--- config.mk ---
export PLATFORM = sky130hd
export DESIGN_NAME = wsc_strobe_ctrl
export DESIGN_NICKNAME = d
export VERILOG_FILES = /design/src/rtl/wsc_pkg.sv /design/src/rtl/wsc_strobe_ctrl.sv
export SDC_FILE = /design/constraint.sdc
export NUM_CORES = 1
export LEC_CHECK = 0
export BUFFER_PORTS_ARGS = -buffer_cell sky130_fd_sc_hd__buf_2
export CAP_MARGIN = 20
export CORE_MARGIN = 3
export CORE_UTILIZATION = 30
export DETAILED_ROUTE_END_ITERATION = 10
export PLACE_DENSITY = 0.51
export SLEW_MARGIN = 0
export SYNTH_ARGS = -nofsm -noshare
export SYNTH_HDL_FRONTEND = slang
export SYNTH_SLANG_ARGS = --single-unit
export TNS_END_PERCENT = 1
--- constraint.sdc ---
create_clock -name i_core_clk -period 11.7 [get_ports i_core_clk]
set_input_delay 2.34 -clock i_core_clk [delete_from_list [all_inputs] [get_ports i_core_clk]]
set_output_delay 2.34 -clock i_core_clk [all_outputs]
set_load 0.01 [all_outputs]
--- src/rtl/wsc_pkg.sv ---
// Purpose: Constants for the write strobe control host block
// Assumes: Channel clock counted in whole clocks
// Notes: Table rows indexed by frequency band, 0 = lowest band
package wsc_pkg;
   localparam int NUM_BANDS = 8;
   localparam int BAND_W = 3;
   localparam int CNT_W = 6;
   localparam logic [0:0] MODE_READ_BASED = 1'h0;
   localparam logic [0:0] MODE_WINDOW = 1'h1;
   localparam logic [0:0] WL_SET_A = 1'h0;
   localparam logic [0:0] WL_SET_B = 1'h1;
   // Write latency per band, set A and set B
   localparam logic [5:0] WL_A [NUM_BANDS] = '{6'h04, 6'h06, 6'h08, 6'h0A,
      6'h0C, 6'h0E, 6'h10, 6'h12};
   localparam logic [5:0] WL_B [NUM_BANDS] = '{6'h04, 6'h08, 6'h0C, 6'h12,
      6'h16, 6'h1A, 6'h1E, 6'h22};
   // Latest strobe on point after a write, in clocks
   localparam logic [5:0] ON_A [NUM_BANDS] = '{6'h00, 6'h00, 6'h00, 6'h04,
      6'h04, 6'h06, 6'h06, 6'h08};
   localparam logic [5:0] ON_B [NUM_BANDS] = '{6'h00, 6'h00, 6'h06, 6'h0C,
      6'h0E, 6'h12, 6'h14, 6'h18};
   // Least hold after the last write, in clocks
   localparam logic [5:0] OFF_A [NUM_BANDS] = '{6'h0F, 6'h12, 6'h15, 6'h18,
      6'h1B, 6'h1E, 6'h21, 6'h24};
   localparam logic [5:0] OFF_B [NUM_BANDS] = '{6'h0F, 6'h14, 6'h19, 6'h20,
      6'h25, 6'h2A, 6'h2F, 6'h34};
   typedef enum logic [1:0] {
      WSC_IDLE = 2'b00,
      WSC_ARMED = 2'b01,
      WSC_DIFF = 2'b10
   } wsc_state_t;
endpackage : wsc_pkg

--- src/rtl/wsc_strobe_ctrl.sv ---
// Purpose: Host side write strobe parking and window control
// Assumes: Link clock sampled by core clock; commands arrive from logic
// Notes: Drives strobe pair enables; burst toggling comes from write path
`timescale 1ns/1ps
`default_nettype none
// Overview of operation
// - Host supports read-based parking or on/off window strobe control.
// - Read-based: on write, leave complement-high parking, go differential.
// - Read-based: after postamble, park complement high while CKE high.
// - Clock enable low: strobe pair left undriven, any state allowed.
// - Parking not required during read strobe or read/write handover.
// - Window: pair differential no later than on-deadline after write.
// - Window: pair differential for hold window after last write.
// - Window rule skipped during reads, postamble and turnarounds.
// - Burst toggling counts as differential; no extra drive needed then.
// - Exempt: ODT off max(0,WL-on+turnaround-preamble-n); ODT on turnaround.
// - Strobe control never changes command spacing; training timing wins.
// - ODT on: window inside ODT latencies; ODT off: exemption applies.
// - Turnaround time used only for exemption computation.
module wsc_strobe_ctrl
   import wsc_pkg::*;
#(
   parameter int TURNAROUND_CLK = 2,
   parameter int PREAMBLE_CLK = 2
)
(
   input wire logic i_core_clk,
   input wire logic i_rst,
   input wire logic i_link_clk,
   input wire logic i_cke,
   input wire logic i_mode,
   input wire logic i_wl_set,
   input wire logic [wsc_pkg::BAND_W-1:0] i_band,
   input wire logic i_odt_en,
   input wire logic [wsc_pkg::CNT_W-1:0] i_rtw_extra,
   input wire logic i_wr_cmd,
   input wire logic i_rd_cmd,
   input wire logic i_burst_active,
   input wire logic i_rd_active,
   input wire logic i_turnaround,
   output logic o_dqs_t,
   output logic o_dqs_c,
   output logic o_dqs_oe,
   output logic o_window_open,
   output logic o_exempt,
   output logic [wsc_pkg::CNT_W-1:0] o_exempt_len
);
   import wsc_pkg::*;

   // Counters are CNT_W wide; larger values would wrap the exemption sum
   if (TURNAROUND_CLK < 0 || TURNAROUND_CLK > 31 ||
       PREAMBLE_CLK < 0 || PREAMBLE_CLK > 31)
   begin : g_bad_param
      $error("wsc_strobe_ctrl: turnaround or preamble out of range");
   end

   localparam logic [CNT_W-1:0] TA_CLK = CNT_W'(TURNAROUND_CLK);
   localparam logic [CNT_W-1:0] PRE_CLK = CNT_W'(PREAMBLE_CLK);
   localparam logic [CNT_W-1:0] ONE = 6'h01;
   localparam logic [CNT_W-1:0] ZERO = 6'h00;

   // Two-flop sync of link clock and clock enable pins
   logic lk_s1, lk_s2, lk_d, ck_s1, ck_s2;
   logic next_lk_s1, next_lk_s2, next_lk_d, next_ck_s1, next_ck_s2;
   always_comb
   begin
      next_lk_s1 = i_link_clk;
      next_lk_s2 = lk_s1;
      next_lk_d = lk_s2;
      next_ck_s1 = i_cke;
      next_ck_s2 = ck_s1;
   end
   always_ff @(posedge i_core_clk)
   begin
      if (i_rst)
      begin
         lk_s1 <= 1'h0;
         lk_s2 <= 1'h0;
         lk_d <= 1'h0;
         ck_s1 <= 1'h0;
         ck_s2 <= 1'h0;
      end
      else
      begin
         lk_s1 <= next_lk_s1;
         lk_s2 <= next_lk_s2;
         lk_d <= next_lk_d;
         ck_s1 <= next_ck_s1;
         ck_s2 <= next_ck_s2;
      end
   end
   // Windows are counted in link clocks, so count rising edges only
   logic lk_rise;
   assign lk_rise = lk_s2 && !lk_d;

   // Table lookup by band and latency set
   logic [CNT_W-1:0] on_dl, hold_win, wl;
   always_comb
   begin
      on_dl = (i_wl_set == WL_SET_B) ? ON_B[i_band] : ON_A[i_band];
      hold_win = (i_wl_set == WL_SET_B) ? OFF_B[i_band] : OFF_A[i_band];
      wl = (i_wl_set == WL_SET_B) ? WL_B[i_band] : WL_A[i_band];
   end

   // Exemption length; turnaround only feeds this sum
   // Wide sums keep the subtraction from wrapping before the clamp
   logic [CNT_W+1:0] ex_pos, ex_neg;
   logic [CNT_W-1:0] next_exempt_len;
   always_comb
   begin
      ex_pos = {2'h0, wl} + {2'h0, TA_CLK};
      ex_neg = {2'h0, on_dl} + {2'h0, PRE_CLK} + {2'h0, i_rtw_extra};
      if (i_odt_en)
         next_exempt_len = TA_CLK;
      else if (ex_pos > ex_neg)
         next_exempt_len = CNT_W'(ex_pos - ex_neg);
      else
         next_exempt_len = ZERO;
   end

   // Window state: armed counts to on-deadline, diff counts hold window
   wsc_state_t state, next_state;
   logic [CNT_W-1:0] on_cnt, hold_cnt, ex_cnt;
   logic [CNT_W-1:0] next_on_cnt, next_hold_cnt, next_ex_cnt;
   always_comb
   begin
      next_state = state;
      next_on_cnt = on_cnt;
      next_hold_cnt = hold_cnt;
      next_ex_cnt = ex_cnt;
      // Exemption runs from a read or turnaround, refreshed each read
      if (i_rd_cmd || i_turnaround)
         next_ex_cnt = next_exempt_len;
      else if (lk_rise && ex_cnt != ZERO)
         next_ex_cnt = ex_cnt - ONE;
      unique case (state)
         WSC_IDLE:
         begin
            if (i_wr_cmd)
            begin
               next_state = (on_dl == ZERO) ? WSC_DIFF : WSC_ARMED;
               next_on_cnt = on_dl;
               next_hold_cnt = hold_win;
            end
         end
         WSC_ARMED:
         begin
            if (i_wr_cmd)
               next_hold_cnt = hold_win;
            if (lk_rise)
            begin
               next_on_cnt = on_cnt - ONE;
               // Reload wins over a same-cycle link edge
               next_hold_cnt = i_wr_cmd ? hold_win : hold_cnt - ONE;
               if (on_cnt <= ONE)
                  next_state = WSC_DIFF;
            end
         end
         WSC_DIFF:
         begin
            // Hold restarts from the last write
            if (i_wr_cmd)
               next_hold_cnt = hold_win;
            else if (lk_rise && hold_cnt != ZERO)
               next_hold_cnt = hold_cnt - ONE;
            else if (hold_cnt == ZERO)
               next_state = WSC_IDLE;
         end
         default:
            next_state = WSC_IDLE;
      endcase
      // Leaving window mode drops any window in flight
      if (i_mode != MODE_WINDOW)
         next_state = WSC_IDLE;
   end
   always_ff @(posedge i_core_clk)
   begin
      if (i_rst)
      begin
         state <= WSC_IDLE;
         on_cnt <= 6'h00;
         hold_cnt <= 6'h00;
         ex_cnt <= 6'h00;
      end
      else
      begin
         state <= next_state;
         on_cnt <= next_on_cnt;
         hold_cnt <= next_hold_cnt;
         ex_cnt <= next_ex_cnt;
      end
   end

   // Strobe pin drive: bursts own the pins while toggling
   logic exempt, next_dqs_t, next_dqs_c, next_dqs_oe, next_exempt;
   logic dqs_t_q, dqs_c_q, dqs_oe_q, exempt_q;
   logic [CNT_W-1:0] exempt_len_q;
   assign exempt = i_rd_active || i_turnaround || (ex_cnt != ZERO);
   always_comb
   begin
      next_dqs_t = 1'h0;
      next_dqs_c = 1'h1;
      next_dqs_oe = 1'h0;
      next_exempt = exempt;
      // Exemption count frees the pair in window mode only; parking must
      // resume as soon as a read or handover ends
      if (!ck_s2)
         next_dqs_oe = 1'h0;
      else if (i_rd_active || i_turnaround || i_burst_active)
         next_dqs_oe = 1'h0;
      else if (i_mode == MODE_READ_BASED)
         next_dqs_oe = 1'h1;
      else if (ex_cnt != ZERO)
         next_dqs_oe = 1'h0;
      else if (state == WSC_DIFF)
         next_dqs_oe = 1'h1;
      else if (i_wr_cmd || state == WSC_ARMED)
         next_dqs_oe = 1'h1;
   end
   always_ff @(posedge i_core_clk)
   begin
      if (i_rst)
      begin
         dqs_t_q <= 1'h0;
         dqs_c_q <= 1'h1;
         dqs_oe_q <= 1'h0;
         exempt_q <= 1'h0;
         exempt_len_q <= 6'h00;
      end
      else
      begin
         dqs_t_q <= next_dqs_t;
         dqs_c_q <= next_dqs_c;
         dqs_oe_q <= next_dqs_oe;
         exempt_q <= next_exempt;
         exempt_len_q <= next_exempt_len;
      end
   end
   assign o_dqs_t = dqs_t_q;
   assign o_dqs_c = dqs_c_q;
   assign o_dqs_oe = dqs_oe_q;
   assign o_exempt = exempt_q;
   assign o_exempt_len = exempt_len_q;
   assign o_window_open = (state == WSC_DIFF);

   // Checks on the drive decisions, window arming, hold reload and exemption length
   property p_cke_low;
      @(posedge i_core_clk) disable iff (i_rst)
      !ck_s2 |=> !o_dqs_oe;
   endproperty
   a_cke_low: assert property (p_cke_low)
      else $error("drive with cke low");
   property p_exempt_nodrive;
      @(posedge i_core_clk) disable iff (i_rst)
      (i_rd_active || i_turnaround) |=> !o_dqs_oe;
   endproperty
   a_exempt_nodrive: assert property (p_exempt_nodrive)
      else $error("strobe driven during read");
   property p_park;
      @(posedge i_core_clk) disable iff (i_rst)
      (ck_s2 && !i_rd_active && !i_turnaround && !i_burst_active &&
       i_mode == MODE_READ_BASED)
      |=> (o_dqs_oe && o_dqs_c && !o_dqs_t);
   endproperty
   a_park: assert property (p_park) else $error("complement not parked");
   property p_diff_drive;
      @(posedge i_core_clk) disable iff (i_rst)
      (state == WSC_DIFF && ck_s2 && !exempt && !i_burst_active)
      |=> o_dqs_oe;
   endproperty
   a_diff_drive: assert property (p_diff_drive)
      else $error("window not driven");
   property p_wr_arms;
      @(posedge i_core_clk) disable iff (i_rst)
      (i_mode == MODE_WINDOW && state == WSC_IDLE && i_wr_cmd)
      |=> (state != WSC_IDLE);
   endproperty
   a_wr_arms: assert property (p_wr_arms) else $error("write not armed");
   property p_odt_ex;
      @(posedge i_core_clk) disable iff (i_rst)
      i_odt_en |=> (o_exempt_len == TA_CLK);
   endproperty
   a_odt_ex: assert property (p_odt_ex)
      else $error("odt exemption wrong");
   property p_burst;
      @(posedge i_core_clk) disable iff (i_rst)
      i_burst_active |=> !o_dqs_oe;
   endproperty
   a_burst: assert property (p_burst) else $error("drive in burst");
   property p_hold_reload;
      @(posedge i_core_clk) disable iff (i_rst)
      (state == WSC_DIFF && i_wr_cmd && i_mode == MODE_WINDOW)
      |=> (hold_cnt == $past(hold_win));
   endproperty
   a_hold_reload: assert property (p_hold_reload)
      else $error("hold not reloaded");
   c_window: cover property (@(posedge i_core_clk) state == WSC_DIFF);
   c_armed: cover property (@(posedge i_core_clk) state == WSC_ARMED);
   c_reload: cover property (@(posedge i_core_clk)
      state == WSC_DIFF && i_wr_cmd);
   c_exempt: cover property (@(posedge i_core_clk) ex_cnt != ZERO);
   c_park: cover property (@(posedge i_core_clk) o_dqs_oe && !i_mode);
endmodule : wsc_strobe_ctrl
`default_nettype wire

==> flow_summary.toml <==
[sta]
fin_ws_ps = 5900
fin_skew_ps = 4.51
whs_ps = 444
tightestPinTransition_ps = 1060
final-setup-viol-count = 0
rsz0062_at_grt = "false"
timing.final.crit_share = 0.496
fmax_mhz = 172
hold_viol = 0
period_minus_slack_ps = 5800
tns_ps = 0
slew_viol_final = 0
relSlewSlack = 0.289

[critical_path]
cp.required_ps = 11910
max_stage_delay_ps = 500
path_delay_family = "compound AO/OA/AOI/OAI gates"
path_cells = "buf_2, inv_1, ha_1, nor2b_1, o21ai_0, nand2_1, ha_1, ha_1, a21o_1, a21oi_1, xor2_1, ha_1, nand3_1, a21o_1, a2111oi_2, nand2b_1, a211oi_1"
r2r-start = "state[1]"
r2r_end = "hold_cnt[4]"
reg2reg_depth = 7
cp.buffers_inverters = 2
r2r_slack_ps = 9300
cp_max_fo = 8
crit_path_top_delay_cell = "a2111oi_2"
critPathArrivalTime_ps = 6010
end_kind = "flop"
cp-start-kind = "input port"
cpMostUsedCell = "ha_1"
critPathKind = "in -> reg"

[floorplan]
fp.coreArea_sq_um = 8850
ios = 32
rows = 34
die_x_um = 102
start_util = 0.313
die_y_um = 102
die_area_sq_um = 10400

[clocking]
cts_htree_levels = 2
cts_resized = 0
cts_buffer_depth = 2
cts_tree = "yes"
post_cts_buffers = 0
insertion_delay_ps = 290
cts_root_buffer = "clkbuf_8"
cts.clk_slew.worst_paths_ps = 70
cts_buffers = 5
cts_sinks = 33
cts_hold_buf = 0

[status]
outcome = "complete, no violations"

[finish]
final-seq-area_sq_um = 661
drive_gt1_frac = 0.156
fin_nets = 429
fillCellCount = 952
area_delta_synth_final_pct = 11.8
finalNonFillerCells = 480
diodes = 0
final_common_cell = "ha_1"
multi_input_area_sq_um = 1940
final_cell_mix = "ha_1 (35), nor2_1 (34), dfxtp_1 (33)"

[placement]
gp_congestion = 0.829
port_buffers = 29
dp.cells = 471
place_ws_ps = 5620
dpl.hpwl_mm = 5.25

[pwr]
p_leak_uw = 0.00134
p_total_uw = 414
vdd_ir_drop_max_v = 0.0000428
powerDensity_nw_per_um2 = 134

[global_route]
globalRouteMet3Util = 0.0205
grt_overflow = 0
grt_max_degree = 28
grt_pass1_wl_mm = 11.6
globalRouteMet2Util = 0.214
antenna_found_initial = 0
grtUsageMet1 = 0.201
top_usage_layer = "met2"
gr-usage-all-layers = 0.139
grt_pass1_vias = 2336

[routing]
drt_iter0_markers = 122
vias = 2500
drt-pass1-iter-count = 4
wirelength_mm = 6.84
ant_nets = 0
wire_per_inst_um = 14.3
drc = 0
vias_per_cell = 5.21

[hold_path]
worstHoldStart = "lk_s1"
holdPathStages = 1
hold_path_class = "reg -> reg"
min_to = "lk_s2"

[logic_synthesis]
synth_nets = 405
synth_area_sq_um = 2770
yosysSeqAreaShare = 0.238
ys_ff_latch = 33
yosysTopAreaCellShare = 0.238
synth_top_area_cell = "dfxtp_1"
synthFlopType = "dfxtp_1"
synth_cell_types = 61
synthCells = 347
synth_edf_count = 0
synthArstFlopShare = 0
ys_warn_count = 0
syn_area_per_cell_sq_um = 7.99
synth_area_leaders = "dfxtp_1 (24%), ha_1 (16%), a21oi_1 (4.7%)"

[flow_run]
cap_violations = 0
## cell families after synthesis
logic type      share of synthesized area
simple gates                        0.222
compound gates                      0.257
buf+inv                            0.0640
fa+ha+maj                           0.172
flops                               0.238
xor+xnor                           0.0284
mux                                0.0153
other cells                       0.00271
## where the power goes
| part | total [uW] | leakage, uW | internal (uW) | switching, uW |
|---|---|---|---|---|
| sequential | 131 | 0.000270 | 123 | 8.52 |
| combinational | 172 | 0.00101 | 73.3 | 98.9 |
| clock | 111 | 0.0000543 | 63.7 | 46.9 |
## metal layers
layer | part of all wire | vias to the layer above
met4 | 0.012 | 0
met5 | 0 | -
met2 | 0.43 | 36
met3 | 0.032 | 6
met1 | 0.53 | 1170
li1 | - | 1288
## worst max path at each step
stage / slack, ps / from / cells after the start / end
2_1_floorplan: 6190 / i_band[0] / 12 / ex_cnt[5]
3_3_place_gp: 5720 / i_band[0] / 13 / ex_cnt[5]
3_5_place_dp: 5620 / i_band[1] / 17 / ex_cnt[5]
4_1_cts: 5920 / i_band[1] / 17 / ex_cnt[2]
5_1_grt: 5560 / i_band[1] / 17 / ex_cnt[2]
6_report: 5900 / i_band[1] / 17 / ex_cnt[2]
## stage by stage
| stage | utilization | area [sq um] |
|---|---|---|
| 6_report | 0.351 | 3100 |
| 5_1_grt | 0.351 | 3100 |
| 4_1_cts | 0.350 | 3100 |
| 3_5_place_dp | 0.337 | 2980 |
| 3_3_place_gp | 0.337 | 2980 |
| 2_1_floorplan | - | 2770 |
## registers in the layout (all words and copies together), names as in the netlist, 2 cells and up
signal,cells
o_exempt_len,6
ex_cnt,6
hold_cnt,6
state,2
on_cnt,6
## synth_stat cells (all sizes together) (5+ instances only)
master,count
a21o,7
nor2b,9
nor3,13
nand3,11
nor2,35
o21ai,13
xnor2,8
clkbuf,5
dfxtp,33
a21oi,26
ha,35
buf,8
nand2,21
nand2b,10
a211oi,9
a31oi,9
inv,27
## area by class of cell
| class | instances | share of cell area |
|---|---|---|
| repair buffers | 30 | 0.0484 |
| clock buffers | 5 | 0.0222 |
| flip-flops and latches | 33 | 0.213 |
| clock inverters | 3 | 0.0149 |
| multi-input cells | 273 | 0.624 |
| inverters | 28 | 0.0339 |
| well taps | 108 | 0.0436 |
Power figures use the tool's default switching activity.
